===== src/rtl/pucse_pkg.sv =====
// constants shared by the user configuration group and its serial eeprom engine
// assumes a pci core that turns config cycles into one-cycle word strobes
package pucse_pkg;
  // ----------------------------------------------------------------
  // register offsets and reset values
  // ----------------------------------------------------------------
  localparam logic [7:0] OFF_SERIAL = 8'h40;
  localparam logic [7:0] OFF_LREQ = 8'h44;
  localparam logic [7:0] OFF_MCMD = 8'h48;
  localparam logic [7:0] OFF_DEBUG = 8'h4C;
  localparam logic [31:0] RST_SERIAL = 32'h0000001F;
  localparam logic [31:0] RST_LREQ = 32'h00000000;
  localparam logic [31:0] RST_MCMD = 32'h000007E6;
  localparam logic [31:0] RST_DEBUG = 32'h00000000;
  localparam logic [31:0] RST_IDS = 32'h00000000;
  // ----------------------------------------------------------------
  // field positions
  // ----------------------------------------------------------------
  localparam int GO_BIT = 24;
  localparam int OP_HI = 23;
  localparam int OP_LO = 16;
  localparam int ADDR_HI = 15;
  localparam int ADDR_LO = 8;
  localparam int DATA_HI = 7;
  localparam int DATA_LO = 0;
  localparam int LREQ_BIT = 0;
  localparam int WIN_EN_BIT = 17;
  localparam int WCMD_HI = 11;
  localparam int WCMD_LO = 8;
  localparam int RMULTI_HI = 7;
  localparam int RMULTI_LO = 4;
  localparam int RSINGLE_HI = 3;
  localparam int RSINGLE_LO = 0;
  // ----------------------------------------------------------------
  // serial opcodes
  // ----------------------------------------------------------------
  localparam logic [7:0] OP_STATUS_WRITE = 8'h01;
  localparam logic [7:0] OP_ARRAY_WRITE = 8'h02;
  localparam logic [7:0] OP_ARRAY_READ = 8'h03;
  localparam logic [7:0] OP_LATCH_CLEAR = 8'h04;
  localparam logic [7:0] OP_STATUS_READ = 8'h05;
  localparam logic [7:0] OP_LATCH_SET = 8'h06;
  // ----------------------------------------------------------------
  // serial clock timing
  // ----------------------------------------------------------------
  localparam int CLK_PERIOD_NS = 4;
  localparam int SCK_HALF_NS = 40;
  localparam logic [3:0] SCK_HALF_CYC =
    4'((SCK_HALF_NS + CLK_PERIOD_NS - 1) / CLK_PERIOD_NS);
  typedef enum logic [1:0] {
    PUCSE_IDLE = 2'b00,
    PUCSE_SETUP = 2'b01,
    PUCSE_SHIFT = 2'b11,
    PUCSE_FINISH = 2'b10
  } pucse_state_e;
endpackage


===== src/rtl/pucse_top.sv =====
// user configuration registers 40..4C: serial eeprom engine, request
// timing, master command select and initiator address capture
// assumes the pci core issues one-cycle config strobes on clock_i and
// reports master bus events as one-cycle pulses on the same clock
`timescale 1ns/10ps
// Contract
// - go bit self-clears when transfer ends
// - opcodes 02 write, 03 read array
// - opcodes 01, 04, 05, 06 supported
// - read byte appears in data field
// - hold off: request drops with frame start
// - hold on: request drops with frame end
// - window enable bit resets to zero
// - window enable loadable from eeprom and host
// - write command field resets to memory write
// - multi read field resets to read line
// - single read command field supplied
// - command fields writable any time, host write wins over boot load
// - debug register tracks next initiator address
// - failed transfer address kept in debug
// - board identifiers reloadable after reset
// - window disabled claims nothing
module pucse_top (
  input wire logic clock_i,
  input wire logic rst_i,
  // config access
  input wire logic cfg_wr_i,
  input wire logic cfg_rd_i,
  input wire logic [7:0] cfg_addr_i,
  input wire logic [31:0] cfg_wdata_i,
  output logic [31:0] cfg_rdata_o,
  // serial eeprom pins
  output logic spi_cs_n_o,
  output logic spi_sck_o,
  output logic spi_mosi_o,
  input wire logic spi_miso_i,
  // boot-time loads from the eeprom loader
  input wire logic boot_mcmd_load_i,
  input wire logic [31:0] boot_mcmd_i,
  input wire logic boot_id_load_i,
  input wire logic [31:0] boot_id_i,
  output logic [15:0] board_identifier_o,
  output logic [15:0] board_vendor_identifier_o,
  // master request control
  input wire logic master_want_i,
  input wire logic frame_start_i,
  input wire logic frame_end_i,
  output logic req_n_o,
  // master command fields and window enable
  output logic [3:0] master_write_cmd_o,
  output logic [3:0] master_read_multi_cmd_o,
  output logic [3:0] master_read_single_cmd_o,
  output logic second_window_enable_o,
  input wire logic second_window_enable_hit_i,
  output logic second_window_enable_claim_o,
  // initiator address capture
  input wire logic init_addr_valid_i,
  input wire logic [31:0] init_addr_i,
  input wire logic init_fail_i
);
  import pucse_pkg::*;

  // ----------------------------------------------------------------
  // storage
  // ----------------------------------------------------------------
  logic eeprom_go;
  logic [7:0] eeprom_opcode;
  logic [7:0] eeprom_byte_addr;
  logic [7:0] eeprom_data_field;
  logic hold_request;
  logic [3:0] master_write_cmd;
  logic [3:0] master_read_multi_cmd;
  logic [3:0] master_read_single_cmd;
  logic second_window_enable;
  logic [31:0] debug_addr;
  logic debug_locked;
  logic [31:0] board_ids;
  pucse_state_e state;
  logic [3:0] div_cnt;
  logic [4:0] bits_left;
  logic [23:0] tx_shift;
  logic [7:0] rx_shift;
  logic rx_capture;
  logic miso_s1;
  logic miso_s2;
  logic miso_s3;
  logic miso_q;
  logic cs_n;
  logic sck;
  logic req_n;
  logic bus_owned;

  // ----------------------------------------------------------------
  // address decode
  // ----------------------------------------------------------------
  wire hit_serial = cfg_addr_i == OFF_SERIAL;
  wire hit_lreq = cfg_addr_i == OFF_LREQ;
  wire hit_mcmd = cfg_addr_i == OFF_MCMD;
  wire hit_debug = cfg_addr_i == OFF_DEBUG;
  // busy transfer freezes the access register
  wire wr_serial = cfg_wr_i && hit_serial && !eeprom_go;
  wire wr_lreq = cfg_wr_i && hit_lreq;
  wire wr_mcmd = cfg_wr_i && hit_mcmd;
  wire rd_debug = cfg_rd_i && hit_debug;

  // read data; unmapped offsets answer zero
  wire [31:0] serial_word = {7'h00, eeprom_go, eeprom_opcode, eeprom_byte_addr,
                             eeprom_data_field};
  wire [31:0] mcmd_word = {14'h0000, second_window_enable, 5'h00,
                           master_write_cmd, master_read_multi_cmd,
                           master_read_single_cmd};
  wire [31:0] rd_mux = hit_serial ? serial_word :
                       hit_lreq ? {31'h00000000, hold_request} :
                       hit_mcmd ? mcmd_word :
                       hit_debug ? debug_addr : 32'h00000000;

  // ----------------------------------------------------------------
  // transfer shape from the opcode
  // ----------------------------------------------------------------
  wire op_has_addr = eeprom_opcode == OP_ARRAY_WRITE ||
                     eeprom_opcode == OP_ARRAY_READ;
  wire op_has_tx = eeprom_opcode == OP_ARRAY_WRITE ||
                   eeprom_opcode == OP_STATUS_WRITE;
  wire op_has_rx = eeprom_opcode == OP_ARRAY_READ ||
                   eeprom_opcode == OP_STATUS_READ;
  // latch set/clear and unknown opcodes shift the opcode byte alone
  wire [4:0] op_bits = 5'd8 + (op_has_addr ? 5'd8 : 5'd0) +
                       ((op_has_tx || op_has_rx) ? 5'd8 : 5'd0);
  wire [23:0] tx_load = op_has_addr ?
                        {eeprom_opcode, eeprom_byte_addr, eeprom_data_field} :
                        {eeprom_opcode, eeprom_data_field, 8'h00};
  wire half_done = div_cnt == SCK_HALF_CYC - 4'd1;
  wire fall_now = state == PUCSE_SHIFT && half_done && sck;
  wire last_bit = bits_left == 5'd1;
  wire xfer_done = state == PUCSE_FINISH && half_done;

  // ----------------------------------------------------------------
  // access register: host fields and engine results
  // ----------------------------------------------------------------
  // go is only written while idle, so the engine's clear never collides
  always_ff @(posedge clock_i or posedge rst_i) begin
    if (rst_i) begin
      eeprom_go <= RST_SERIAL[GO_BIT];
      eeprom_opcode <= RST_SERIAL[OP_HI:OP_LO];
      eeprom_byte_addr <= RST_SERIAL[ADDR_HI:ADDR_LO];
      eeprom_data_field <= RST_SERIAL[DATA_HI:DATA_LO];
    end else if (wr_serial) begin
      eeprom_go <= cfg_wdata_i[GO_BIT];
      eeprom_opcode <= cfg_wdata_i[OP_HI:OP_LO];
      eeprom_byte_addr <= cfg_wdata_i[ADDR_HI:ADDR_LO];
      eeprom_data_field <= cfg_wdata_i[DATA_HI:DATA_LO];
    end else if (xfer_done) begin
      eeprom_go <= 1'b0;
      if (rx_capture) begin
        eeprom_data_field <= rx_shift;
      end
    end
  end

  // ----------------------------------------------------------------
  // miso synchroniser: three stages, change taken when two agree
  // ----------------------------------------------------------------
  always_ff @(posedge clock_i or posedge rst_i) begin
    if (rst_i) begin
      miso_s1 <= 1'b0;
      miso_s2 <= 1'b0;
      miso_s3 <= 1'b0;
      miso_q <= 1'b0;
    end else begin
      miso_s1 <= spi_miso_i;
      miso_s2 <= miso_s1;
      miso_s3 <= miso_s2;
      if (miso_s2 == miso_s3) begin
        miso_q <= miso_s3;
      end
    end
  end

  // ----------------------------------------------------------------
  // serial engine, mode 0: mosi moves on falling sck, eeprom samples rising
  // ----------------------------------------------------------------
  // miso is taken at the end of the high half, well after sync delay
  always_ff @(posedge clock_i or posedge rst_i) begin
    if (rst_i) begin
      state <= PUCSE_IDLE;
      div_cnt <= 4'h0;
      bits_left <= 5'h00;
      tx_shift <= 24'h000000;
      rx_shift <= 8'h00;
      rx_capture <= 1'b0;
      cs_n <= 1'b1;
      sck <= 1'b0;
    end else begin
      div_cnt <= (state == PUCSE_IDLE || half_done) ? 4'h0 : div_cnt + 4'h1;
      case (state)
        PUCSE_IDLE: begin
          if (eeprom_go) begin
            state <= PUCSE_SETUP;
            cs_n <= 1'b0;
            tx_shift <= tx_load;
            bits_left <= op_bits;
            rx_capture <= op_has_rx;
          end
        end
        PUCSE_SETUP: begin
          if (half_done) begin
            state <= PUCSE_SHIFT;
          end
        end
        PUCSE_SHIFT: begin
          if (half_done) begin
            sck <= ~sck;
          end
          if (fall_now) begin
            tx_shift <= {tx_shift[22:0], 1'b0};
            rx_shift <= {rx_shift[6:0], miso_q};
            bits_left <= bits_left - 5'd1;
            if (last_bit) begin
              state <= PUCSE_FINISH;
            end
          end
        end
        PUCSE_FINISH: begin
          if (half_done) begin
            cs_n <= 1'b1;
            state <= PUCSE_IDLE;
          end
        end
        default: begin
          state <= PUCSE_IDLE;
          cs_n <= 1'b1;
          sck <= 1'b0;
        end
      endcase
    end
  end

  // ----------------------------------------------------------------
  // request control and master command select
  // ----------------------------------------------------------------
  // frame_start_i/frame_end_i are registered in step with frame itself
  wire req_release = hold_request ? frame_end_i : frame_start_i;
  wire req_raise = master_want_i && !bus_owned && req_n && !frame_start_i;
  always_ff @(posedge clock_i or posedge rst_i) begin
    if (rst_i) begin
      hold_request <= RST_LREQ[LREQ_BIT];
      req_n <= 1'b1;
      bus_owned <= 1'b0;
    end else begin
      if (wr_lreq) begin
        hold_request <= cfg_wdata_i[LREQ_BIT];
      end
      if (frame_start_i) begin
        bus_owned <= 1'b1;
      end else if (frame_end_i) begin
        bus_owned <= 1'b0;
      end
      if (!req_n && req_release) begin
        req_n <= 1'b1;
      end else if (req_raise) begin
        req_n <= 1'b0;
      end
    end
  end

  // host write takes priority over a boot load in the same cycle
  always_ff @(posedge clock_i or posedge rst_i) begin
    if (rst_i) begin
      second_window_enable <= RST_MCMD[WIN_EN_BIT];
      master_write_cmd <= RST_MCMD[WCMD_HI:WCMD_LO];
      master_read_multi_cmd <= RST_MCMD[RMULTI_HI:RMULTI_LO];
      master_read_single_cmd <= RST_MCMD[RSINGLE_HI:RSINGLE_LO];
    end else if (wr_mcmd) begin
      second_window_enable <= cfg_wdata_i[WIN_EN_BIT];
      master_write_cmd <= cfg_wdata_i[WCMD_HI:WCMD_LO];
      master_read_multi_cmd <= cfg_wdata_i[RMULTI_HI:RMULTI_LO];
      master_read_single_cmd <= cfg_wdata_i[RSINGLE_HI:RSINGLE_LO];
    end else if (boot_mcmd_load_i) begin
      second_window_enable <= boot_mcmd_i[WIN_EN_BIT];
      master_write_cmd <= boot_mcmd_i[WCMD_HI:WCMD_LO];
      master_read_multi_cmd <= boot_mcmd_i[RMULTI_HI:RMULTI_LO];
      master_read_single_cmd <= boot_mcmd_i[RSINGLE_HI:RSINGLE_LO];
    end
  end

  // ----------------------------------------------------------------
  // debug capture, identifiers, read port and window claim
  // ----------------------------------------------------------------
  // a failure freezes the captured address until software reads it
  always_ff @(posedge clock_i or posedge rst_i) begin
    if (rst_i) begin
      debug_addr <= RST_DEBUG;
      debug_locked <= 1'b0;
      board_ids <= RST_IDS;
      cfg_rdata_o <= 32'h00000000;
      second_window_enable_claim_o <= 1'b0;
    end else begin
      if (init_fail_i) begin
        debug_locked <= 1'b1;
      end else if (rd_debug) begin
        debug_locked <= 1'b0;
      end
      if (init_addr_valid_i && !debug_locked && !init_fail_i) begin
        debug_addr <= init_addr_i;
      end
      if (boot_id_load_i) begin
        board_ids <= boot_id_i;
      end
      if (cfg_rd_i) begin
        cfg_rdata_o <= rd_mux;
      end
      second_window_enable_claim_o <= second_window_enable_hit_i && second_window_enable;
    end
  end

  // ----------------------------------------------------------------
  // outputs, each straight from a flop
  // ----------------------------------------------------------------
  assign spi_cs_n_o = cs_n;
  assign spi_sck_o = sck;
  assign spi_mosi_o = tx_shift[23];
  assign req_n_o = req_n;
  assign master_write_cmd_o = master_write_cmd;
  assign master_read_multi_cmd_o = master_read_multi_cmd;
  assign master_read_single_cmd_o = master_read_single_cmd;
  assign second_window_enable_o = second_window_enable;
  assign board_identifier_o = board_ids[31:16];
  assign board_vendor_identifier_o = board_ids[15:0];

endmodule // pucse_top


===== config.mk =====
export PLATFORM = sky130hd
export DESIGN_NAME = pucse_top
export DESIGN_NICKNAME = d
export VERILOG_FILES = /design/src/rtl/pucse_pkg.sv /design/src/rtl/pucse_top.sv
export SDC_FILE = /design/constraint.sdc
export NUM_CORES = 1
export LEC_CHECK = 0
export ABC_AREA = 1
export BUFFER_PORTS_ARGS = -buffer_cell sky130_fd_sc_hd__buf_2
export CAP_MARGIN = 15
export CORE_MARGIN = 8
export CORE_UTILIZATION = 55
export CTS_CLUSTER_DIAMETER = 30
export DETAILED_ROUTE_END_ITERATION = 12
export GPL_TIMING_DRIVEN = 0
export PLACE_DENSITY = 0.8
export SYNTH_ARGS = -nofsm -noshare
export SYNTH_HDL_FRONTEND = slang
export SYNTH_SLANG_ARGS = --single-unit

===== constraint.sdc =====
create_clock -name clock_i -period 11.6 [get_ports clock_i]
set_clock_uncertainty 0.15 [all_clocks]
set_input_delay 2.32 -clock clock_i [delete_from_list [all_inputs] [get_ports clock_i]]
set_output_delay 2.32 -clock clock_i [all_outputs]
set_load 0.01 [all_outputs]

### After elaboration in Yosys (flattened, before gate mapping)

Index checks and enable logic that the tools add are counted.
W data, S select, Z words.

* reduce and logical (&&, ||, !) cells: 42
* bitwise operators: 1
* muxes and demuxes: 43
* add/subtract/negate cells: 4
* equality and inequality tests: 19

Operators by type and width (count)
* $mux W32: 4
* $mux W24: 2
* $pmux W24 S2: 1
* $mux W4: 9
* $eq A8 B7 Y1 const B: 4
* $mux W8: 3
* $eq A8 B2 Y1 const B: 2
* $mux W16: 1
* $reduce_bool A2 Y1: 8
* $logic_and A1 B1 Y1: 15
* $mux W1: 13
* $mux W2: 5
* $mux W5: 2
* $ne A2 B2 Y1 const B: 5
* $pmux W5 S2: 1
* $eq A8 B1 Y1 const B: 1
* $eq A8 B3 Y1 const B: 1
* $pmux W2 S4: 1
* $reduce_and A2 Y1: 4
* $logic_not A1 Y1: 6
* $reduce_and A3 Y1: 2
* $add A4 B4 Y5 const A: 1
* $add A5 B4 Y5: 1
* $eq A5 B1 Y1 const B: 1
* 11 further kinds: 16

* bits of input ports: 149
* output and inout port bits: 82
* bits in registers: 189

### Depth between registers and ports, before layout

Gate-level depths: netlist of run 1.

* word-level depth: 7
* depth in mapped cells: 10

### Worst setup path before layout of run 1

No wires, ideal clock.

* path kind: input to register
* start: in cfg_addr_i[0]
* end: reg second_window_enable (netlist: second_window_enable_o)
* stages: 9
* setup time: 124 ps
* arrival: 3182 ps
* setup slack: 8144 ps
* required time: 11326 ps
* cell sequence: inv_1 -> nand2_1 -> nor2_2 -> nand3_2 -> nand2_1 -> inv_2 -> buf_2 -> nand2_1 -> nand3_1

* word-level cells in the longest chain between the ends: 3

Ends and longest elaborated chain
* from (decl): RTL line pucse_top.sv:29 `input wire logic [7:0] cfg_addr_i,`
* $eq A8 B7 Y1 (*): RTL line pucse_top.sv:98 `wire hit_mcmd = cfg_addr_i == OFF_MCMD;`
* $logic_and A1 B1 Y1 (*): RTL line pucse_top.sv:103 `wire wr_mcmd = cfg_wr_i && hit_mcmd;`
* $mux W1 / $reduce_bool A2 Y1 (equally long branches)
* to (signal assigned): RTL line pucse_top.sv:269 `second_window_enable <= RST_MCMD[WIN_EN_BIT];`
* to (signal assigned): RTL line pucse_top.sv:274 `second_window_enable <= cfg_wdata_i[WIN_EN_BIT];`
* to (signal assigned): RTL line pucse_top.sv:279 `second_window_enable <= boot_mcmd_i[WIN_EN_BIT];`
* to (decl): RTL line pucse_top.sv:74 `logic second_window_enable;`

Every way passes the cells marked *; elsewhere a longest branch is shown, timed or not.
A chain may end at the register's enable or synchronous reset.

### Final worst setup path of run 1

* start: reg master_read_multi_cmd[1] (netlist: master_read_multi_cmd_o[1])
* end: out master_read_multi_cmd_o[1]

RTL lines
* from (decl): RTL line pucse_top.sv:72 `logic [3:0] master_read_multi_cmd;`
* from (signal assigned): RTL line pucse_top.sv:271 `master_read_multi_cmd <= RST_MCMD[RMULTI_HI:RMULTI_LO];`
* from (signal assigned): RTL line pucse_top.sv:276 `master_read_multi_cmd <= cfg_wdata_i[RMULTI_HI:RMULTI_LO];`
* from (signal assigned): RTL line pucse_top.sv:281 `master_read_multi_cmd <= boot_mcmd_i[RMULTI_HI:RMULTI_LO];`
* to (decl): RTL line pucse_top.sv:51 `output logic [3:0] master_read_multi_cmd_o,`

No word-level cell between the ends.

==> impl_summary.txt, run 1 <==
----------------------------------------------------
[STA]
  Fmax achieved ... 276 MHz
  Setup repair after global routing missed its margin ... false
  Worst rel slew slack ... 53.6%
  Final critical delay including setup and external delays ... 3.62 ns
  Setup ws final ... 7.98 ns
  Total Neg Setup Slack ... 0 ns
  Setup violation total in the final timing report ... 0
  Worst hold slack across all endpoints ... 0.204 ns
  Final hold viol count ... 0
  Max-slew violations ... 0
  Fin crit share ... 31.2%
  Slew at the pin with the worst max-slew slack ... 0.697 ns

[Finish]
  Filler cells ... 1214
  Most common cell after layout, fill and taps aside ... sky130_fd_sc_hd__buf_2
  Number of nets at the end of the flow ... 1311
  Fraction of layout cells with a size suffix above 1 ... 29.7%
  Most used cells in the layout excluding fill and tap cells ... sky130_fd_sc_hd__buf_2, sky130_fd_sc_hd__nand2_1, sky130_fd_sc_hd__dfrtp_1, sky130_fd_sc_hd__nand3_1, sky130_fd_sc_hd__nor2_1
  Signed area change from the synthesized netlist to the final layout ... 22.2%

[Clock network]
  Clock buffer count from CTS ... 17
  Root buffer cell ... sky130_fd_sc_hd__clkbuf_16
  Clock sink count ... 189
  CTS Hold Bufs ... 0
  Clock input transition at the sequential cells of the worst setup and hold paths ... 0.08 ns
  Clock H-tree levels ... 4
  Clock network latency to the later pin of the worst-skew pair ... 0.44 ns
  CTS tree ... done
  Number of cells upsized or downsized after cts ... 0
  Bufs on Longest Clock Path ... 2
  Post-CTS setup-driven buffer insertion count ... 0

[Setup path]
  Depth of the most critical reg-to-reg path ... 8
  Sort of element at the end of the critical path ... output pin
  Dominant delay contributor by cell family on the critical path ... flip-flops
  Logic depth of the worst path, buffers included ... 1
  Setup slack on the worst flop-to-flop path ... 9.64 ns
  Critical path launch point type ... flop
  Critical path start-end classification ... reg -> out
  Critical path's largest stage delay ... 0.57 ns
  Number of buffers and inverters on the critical path ... 1
  Worst path slowest cell ... sky130_fd_sc_hd__dfstp_2
  CP arrival ... 1.15 ns
  Max FO, Critical Path ... 3
  Worst endpoint required time ... 9.13 ns
  Ordered cell list for the critical path ... buf_2

[Global route]
  Largest net degree at the start of global routing ... 103
  Via count of the first global-routing pass ... 7675
  Wire length of the first global-routing pass ... 39100 microns
  Antenna violations before repair ... 2
  Overall Global Routing Usage ... 25.4%
  Remaining global-route overflow ... 0

[Synth]
  Post-Synthesis Mean Instance Area ... 9.01 sq um
  Flip-flop and latch count after synthesis ... 189
  Post-synthesis cell type count ... 34
  Gate count of the mapped netlist ... 934
  Post-synthesis sequential area ratio ... 56.4%
  Ys Warns ... 0
  Cell area after synthesis ... 0.00842 sq mm
  Net count of the mapped netlist ... 1088

[Flow run]
  Max-cap violations ... 0

[Placement]
  Setup slack after placement ... 7.69 ns
  Half-perimeter wire length of the detailed placement result ... 18600 microns
  Number of buffer cells added on primary ports ... 203
  Routability Congestion ... 0.872

[Floorplanning]
  # IOs ... 231
  Area of the die ... 0.0195 sq mm
  Area inside the core boundary ... 0.0151 sq mm
  Effective utilization at floorplan ... 55.8%
  Vertical die dimension ... 140 microns
  Number of placement rows ... 45
  Die Span X ... 140 microns

[Min path]
  Hold Path Cell Cnt ... 0
  Path type of the worst min-delay path ... reg -> reg

[Detailed routing]
  DRC Markers ... 0
  Avg Vias per Cell ... 5.53
  Initial DRC Count ... 603
  Initial DRT Pass Iterations ... 5
  Count of nets left with antenna violations after detail routing ... 0
  Drt total wl ... 24500 microns
  Vias after detailed routing ... 7523
  Post-detailed-route wirelength per cell ... 18.0 microns

[Power]
  Power density over the cells ... 138 mW/mm^2
  Total leakage power ... 5.27 nW
  VDD IR-drop max ... 0.152 mV

[Outcome]
  Run status ... completed

----------------------------------------------------
==> cell usage after synthesis, drive strengths merged <==
cell,instances,area [sq um]
a41oi,1,8.76
clkinv,3,11.3
o2111ai,1,8.76
o31ai,5,37.5
mux2,44,495
nand2,230,876
o21ai,58,290
clkbuf,13,48.8
buf,32,170
xnor2,1,8.76
maj3,1,10.0
nand4,3,25.0
a21oi,33,165
dfstp,15,394
nor3,1,5.00
nand3b,9,67.6
or2,2,12.5
ha,5,62.6
inv,67,252
o22ai,5,31.3
nor2,106,428
a31oi,10,62.6
dfrtp,174,4350
nand3,115,593
==> power breakdown <==
part / internal (mW) / switching (mW)
sequential: 0.696 / 0.0192
combinational: 0.0552 / 0.0742
clock: 0.305 / 0.275
total: 1.06 / 0.369
==> metrics by stage <==
step	utilization, %	cell area (sq um)	total power, mW	instances
detailed placement	64.3	9700	0.858	1326
finish	68.2	10300	1.42	1360
CTS	68.1	10300	1.43	1358
global route	68.2	10300	1.47	1360
floorplan	-	8420	0.788	934
global placement	64.1	9670	0.851	1325
==> registers in the layout, indices dropped and copies added, names as in the netlist, 8 cells and up <==
signal	cells
cfg_rdata_o	32
board_ids	32
rx_shift	8
eeprom_data_field	8
eeprom_byte_addr	8
tx_shift	24
debug_addr	32
eeprom_opcode	8
==> cell families (layout without fill, tap and decap cells) <==
family | Yosys count | count (layout) | share of synthesized area [%]
DFF | 189 | 189 | 56.4
adders and majority gates | 6 | 6 | 0.862
AOI/OAI and AO/OA | 113 | 113 | 7.18
muxes | 44 | 44 | 5.89
xor gates and xnor gates | 1 | 1 | 0.104
and+or+nand+nor | 466 | 466 | 23.8
other | 0 | 2 | 0
buffers and inverters | 115 | 351 | 5.72
==> cell type report <==
class / count / area (sq um) / area share, %
diodes: 2 / 5.00 / 0.0486
plain buffers: 45 / 219 / 2.13
clock buffers: 18 / 429 / 4.17
clock inverters: 14 / 149 / 1.45
inverters: 70 / 270 / 2.63
multi-input cells: 630 / 3190 / 31.0
flip-flops and latches: 189 / 4750 / 46.2
well taps: 188 / 235 / 2.29
repair buffers: 204 / 1040 / 10.1
==> layer usage <==
metal / up-vias / global-route usage [%] / share of wire, %
met5: - / 0 / 0
met4: 0 / 11.1 / 3.2
met3: 54 / 8.96 / 9.1
met2: 328 / 43.5 / 50
met1: 3652 / 28.0 / 37
li1: 3489 / - / -
==> path summary, 6_finish.rpt <==
path                                             from                         end
hold / removal                                miso_s1                     miso_s2
setup / recovery           master_read_multi_cmd_o[1]  master_read_multi_cmd_o[1]
hold reg to reg                               miso_s1                     miso_s2
min in group asynchronous                       rst_i               board_ids[28]
max in group asynchronous                       rst_i        eeprom_data_field[1]
setup reg to reg                           div_cnt[1]        eeprom_data_field[0]
No activity file was read; power rests on OpenSTA's default activity.
==> run 2, diff against run 1 <==
--- a/config.mk
+++ b/config.mk
@@ -5,15 +5,15 @@
 export SDC_FILE = /design/constraint.sdc
 export NUM_CORES = 1
 export LEC_CHECK = 0
-export ABC_AREA = 1
+export ABC_AREA = 0
 export BUFFER_PORTS_ARGS = -buffer_cell sky130_fd_sc_hd__buf_2
 export CAP_MARGIN = 15
 export CORE_MARGIN = 8
-export CORE_UTILIZATION = 55
+export CORE_UTILIZATION = 52
 export CTS_CLUSTER_DIAMETER = 30
 export DETAILED_ROUTE_END_ITERATION = 12
 export GPL_TIMING_DRIVEN = 0
-export PLACE_DENSITY = 0.8
+export PLACE_DENSITY = 0.77
 export SYNTH_ARGS = -nofsm -noshare
 export SYNTH_HDL_FRONTEND = slang
 export SYNTH_SLANG_ARGS = --single-unit
==> constraint.sdc (replaced) <==
create_clock -name clock_i -period 3.6 [get_ports clock_i]
set_clock_uncertainty 0.15 [all_clocks]
set_input_delay 0.72 -clock clock_i [delete_from_list [all_inputs] [get_ports clock_i]]
set_output_delay 0.72 -clock clock_i [all_outputs]
set_load 0.01 [all_outputs]
==> run 2 against run 1 <==
Wire length is 7.7% lower. Via count shrank 18%. Combinational power grew to 3.3 times the previous value. Setup slack lost 7.0 ns. Cell count down 18%. Worst hold slack got worse by 0.0028 ns. Clock-buffer cell count is 1 higher. Synthesized cell count down 25%. Largest power group unchanged. Non-clock buffer count up 3. Sequential share of layout area grew 1.2 points.
==> impl_summary.txt, run 2 <==
----------------------------------------------------
[Synth]
  Post-synthesis cell type count ... 43 (+26%)
  Synth area leaders ... sky130_fd_sc_hd__dfrtp_1, sky130_fd_sc_hd__mux2_2, sky130_fd_sc_hd__mux2i_1, sky130_fd_sc_hd__dfstp_2, sky130_fd_sc_hd__a21oi_1
  Ys Warns ... 0 (unchanged)
  Most frequent cells after synthesis ... sky130_fd_sc_hd__dfrtp_1, sky130_fd_sc_hd__mux2_2, sky130_fd_sc_hd__nor2_1
  Cell area after synthesis ... 0.00811 sq mm (-3.7%)
  EDFF count, synth ... 0 (unchanged)
  Flip-flop and latch count after synthesis ... 189 (unchanged)
  Async set or reset register ratio after synthesis ... 100% (unchanged)
  Library cell with the highest instance count after synthesis ... sky130_fd_sc_hd__dfrtp_1
  Post-synth top flop ... sky130_fd_sc_hd__dfrtp_1
  Gate count of the mapped netlist ... 696 (-25%)
  Post-synthesis sequential area ratio ... 58.6% (+2.2 points)
  Net count of the mapped netlist ... 850 (-22%)
  Top-area cell type share of the netlist area ... 53.7% (+2.0 points)
  Largest area contributor in the synthesized netlist ... sky130_fd_sc_hd__dfrtp_1
  Post-Synthesis Mean Instance Area ... 11.6 sq um (+29%)

[STA]
  Final critical delay including setup and external delays ... 2.60 ns
  Worst hold slack across all endpoints ... 0.201 ns (-0.00277 ns)
  Max-slew violations ... 0 (unchanged)
  Setup repair after global routing missed its margin ... false
  Slew at the pin with the worst max-slew slack ... 0.898 ns (+0.202 ns)
  Fmax achieved ... 384 MHz
  Worst rel slew slack ... 39.8% (-14 points)
  Final hold viol count ... 0 (unchanged)
  Fin crit share ... 72.3%
  Setup violation total in the final timing report ... 0 (unchanged)

[Global route]
  Largest net degree at the start of global routing ... 40 (-61%)
  Wire length of the first global-routing pass ... 36200 microns (-7.4%)
  Overall Global Routing Usage ... 23.4% (-2.0 points)
  Remaining global-route overflow ... 0 (unchanged)
  Antenna violations before repair ... 3 (+1)
  Via count of the first global-routing pass ... 6726 (-12%)

[Clock network]
  Bufs on Longest Clock Path ... 2 (unchanged)
  CTS tree ... done
  CTS Hold Bufs ... 0 (unchanged)
  Clock sink count ... 189 (unchanged)
  Clock buffer count from CTS ... 17 (unchanged)
  Clock network latency to the later pin of the worst-skew pair ... 0.42 ns (-0.02 ns)
  Number of cells upsized or downsized after cts ... 0 (unchanged)
  Root buffer cell ... sky130_fd_sc_hd__clkbuf_16
  Clock input transition at the sequential cells of the worst setup and hold paths ... 0.07 ns (about the same)
  Post-CTS setup-driven buffer insertion count ... 0 (unchanged)
  Clock H-tree levels ... 4 (unchanged)

[Detailed routing]
  Initial DRC Count ... 301 (-50%)
  Avg Vias per Cell ... 5.51 (-0.46%)
  Post-detailed-route wirelength per cell ... 20.1 microns (+12%)
  Count of nets left with antenna violations after detail routing ... 0 (unchanged)
  Vias after detailed routing ... 6178 (-18%)
  DRC Markers ... 0 (unchanged)
  Initial DRT Pass Iterations ... 5 (unchanged)
  Drt total wl ... 22600 microns (-7.7%)

[Finish]
  Largest registers ... board_ids: 32 flops, cfg_rdata_o: 32 flops, debug_addr: 32 flops
  Fraction of layout cells with a size suffix above 1 ... 38.2% (+8.4 points)
  Filler cells ... 1235 (+1.7%)
  Most common cell after layout, fill and taps aside ... sky130_fd_sc_hd__buf_2
  Most used cells in the layout excluding fill and tap cells ... sky130_fd_sc_hd__buf_2, sky130_fd_sc_hd__dfrtp_1, sky130_fd_sc_hd__mux2_2, sky130_fd_sc_hd__nor2_1, sky130_fd_sc_hd__a21oi_1
  Final core utilization ... 66.0% (-2.2 points)
  Finished Cell Area ... 0.0100 sq mm (-2.5%)
  Signed area change from the synthesized netlist to the final layout ... 23.8%
  Number of nets at the end of the flow ... 1074 (-18%)

[Floorplanning]
  Effective utilization at floorplan ... 53.3% (-2.5 points)
  Number of placement rows ... 45 (unchanged)
  Area inside the core boundary ... 0.0152 sq mm (+0.75%)
  Vertical die dimension ... 141 microns (+0.81%)
  Area of the die ... 0.0198 sq mm (+1.6%)
  # IOs ... 231 (unchanged)
  Die Span X ... 141 microns (+0.81%)

[Placement]
  Cell Area, Placed ... 0.00945 sq mm (-2.7%)
  Number of buffer cells added on primary ports ... 200 (-1.5%)
  Half-perimeter wire length of the detailed placement result ... 17300 microns (-7.0%)
  Routability Congestion ... 0.863 (-0.99%)

[Flow run]
  Max-cap violations ... 0 (unchanged)

[Setup path]
  Critical path launch point type ... input port
  Sort of element at the end of the critical path ... flop
  Max FO, Critical Path ... 10 (+7)
  Worst path slowest cell ... sky130_fd_sc_hd__nor4_1
  Setup slack on the worst flop-to-flop path ... 1.23 ns (-8.41 ns)
  Critical path start-end classification ... in -> reg
  CP arrival ... 2.76 ns (+1.61 ns)
  Critical path's largest stage delay ... 0.67 ns (+0.10 ns)
  Worst endpoint required time ... 3.76 ns (-5.37 ns)
  Most repeated library cell on the critical path ... sky130_fd_sc_hd__buf_2
  Ordered cell list for the critical path ... buf_2 -> nor4_1 -> nand4_1 -> buf_2 -> mux2_2

[Min path]
  Path type of the worst min-delay path ... reg -> reg

[Power]
  Total leakage power ... 4.79 nW (-9.2%)
  VDD IR-drop max ... 0.330 mV (+120%)
  Power density over the cells ... 460 mW/mm^2 (+230%)
  Post-route total power ... 4.62 mW (+220%)

[Outcome]
  Run status ... completed

----------------------------------------------------
[run 2: changes by cell type after synthesis, moves of 23 or more]
cell | previous run | this run
sky130_fd_sc_hd__nand2_1 | 225 | 15
sky130_fd_sc_hd__nand3_1 | 113 | 19
sky130_fd_sc_hd__mux2_2 | 42 | 89
sky130_fd_sc_hd__mux2i_1 | 0 | 42
sky130_fd_sc_hd__inv_1 | 60 | 19
sky130_fd_sc_hd__a21oi_1 | 33 | 73
sky130_fd_sc_hd__nor3_1 | 1 | 25
sky130_fd_sc_hd__o21ai_1 | 23 | 0
[run 2: power by group]
group	internal [mW]	total [mW]	leakage [nW]	switching, mW
clock	1.04	1.88	0.281	0.841
combinational	0.202	0.422	2.19	0.220
sequential	2.24	2.31	2.32	0.0715
total	3.48	4.62	4.79	1.13
[run 2: routing by layer]
metal  vias to the layer above  track usage [%]  share of wire [%]
li1                       2898                -                  -
met2                       219             39.9                 50
met5                         -                0               0.10
met3                        37             8.44                8.4
met4                         4             8.26                2.2
met1                      3020             26.6                 39
[run 2: worst paths after layout]
kind	startpoint	endpoint	depth (start not counted)
setup / recovery	cfg_addr_i[1]	eeprom_byte_addr[1]	5
hold / removal	miso_s1	miso_s2	0
setup reg to reg	eeprom_opcode[6]	bits_left[3]	7
hold reg to reg	miso_s1	miso_s2	0
max in group asynchronous	rst_i	eeprom_data_field[3]	5
min in group asynchronous	rst_i	board_ids[25]	2
[run 2: stage by stage]
step	setup WS (ns)	TNS, ns	instances
5_1_grt	1.00	0	1122
4_1_cts	1.03	0	1121
2_1_floorplan	0.308	0	696
3_5_place_dp	0.589	0	1089
3_3_place_gp	-0.860	-146.93	1084
6_report	0.997	0	1122
[run 2: cell type report]
type | count | area, sq um | area share (%)
Timing Repair Buffer | 205 | 1100 | 11.0
Tap cell | 188 | 235 | 2.34
Clock buffer | 19 | 433 | 4.31
Inverter | 19 | 75.1 | 0.748
Clock inverter | 13 | 153 | 1.52
Antenna cell | 1 | 2.50 | 0.0249
Buffer | 47 | 204 | 2.03
Multi-Input combinational cell | 441 | 3080 | 30.7
Sequential cell | 189 | 4750 | 47.3
[run 2: kinds of logic after synthesis]
| logic type | count (synthesis) | share of synthesized area (%) |
|---|---|---|
| buffers and inverters | 66 | 3.40 |
| and+or+nand+nor | 166 | 9.60 |
| DFF | 189 | 58.6 |
| xor gates and xnor gates | 5 | 0.540 |
| muxes | 131 | 17.6 |
| AOI/OAI and AO/OA | 133 | 9.43 |
| adders and majority gates | 6 | 0.895 |
[run 2: worst max-delay path: cells and delay by family]
kind / cells / cell delay, ns
AND/OR/NAND/NOR: 2 / 1.23
buffers and inverters: 2 / 0.49
multiplexers: 1 / 0.31
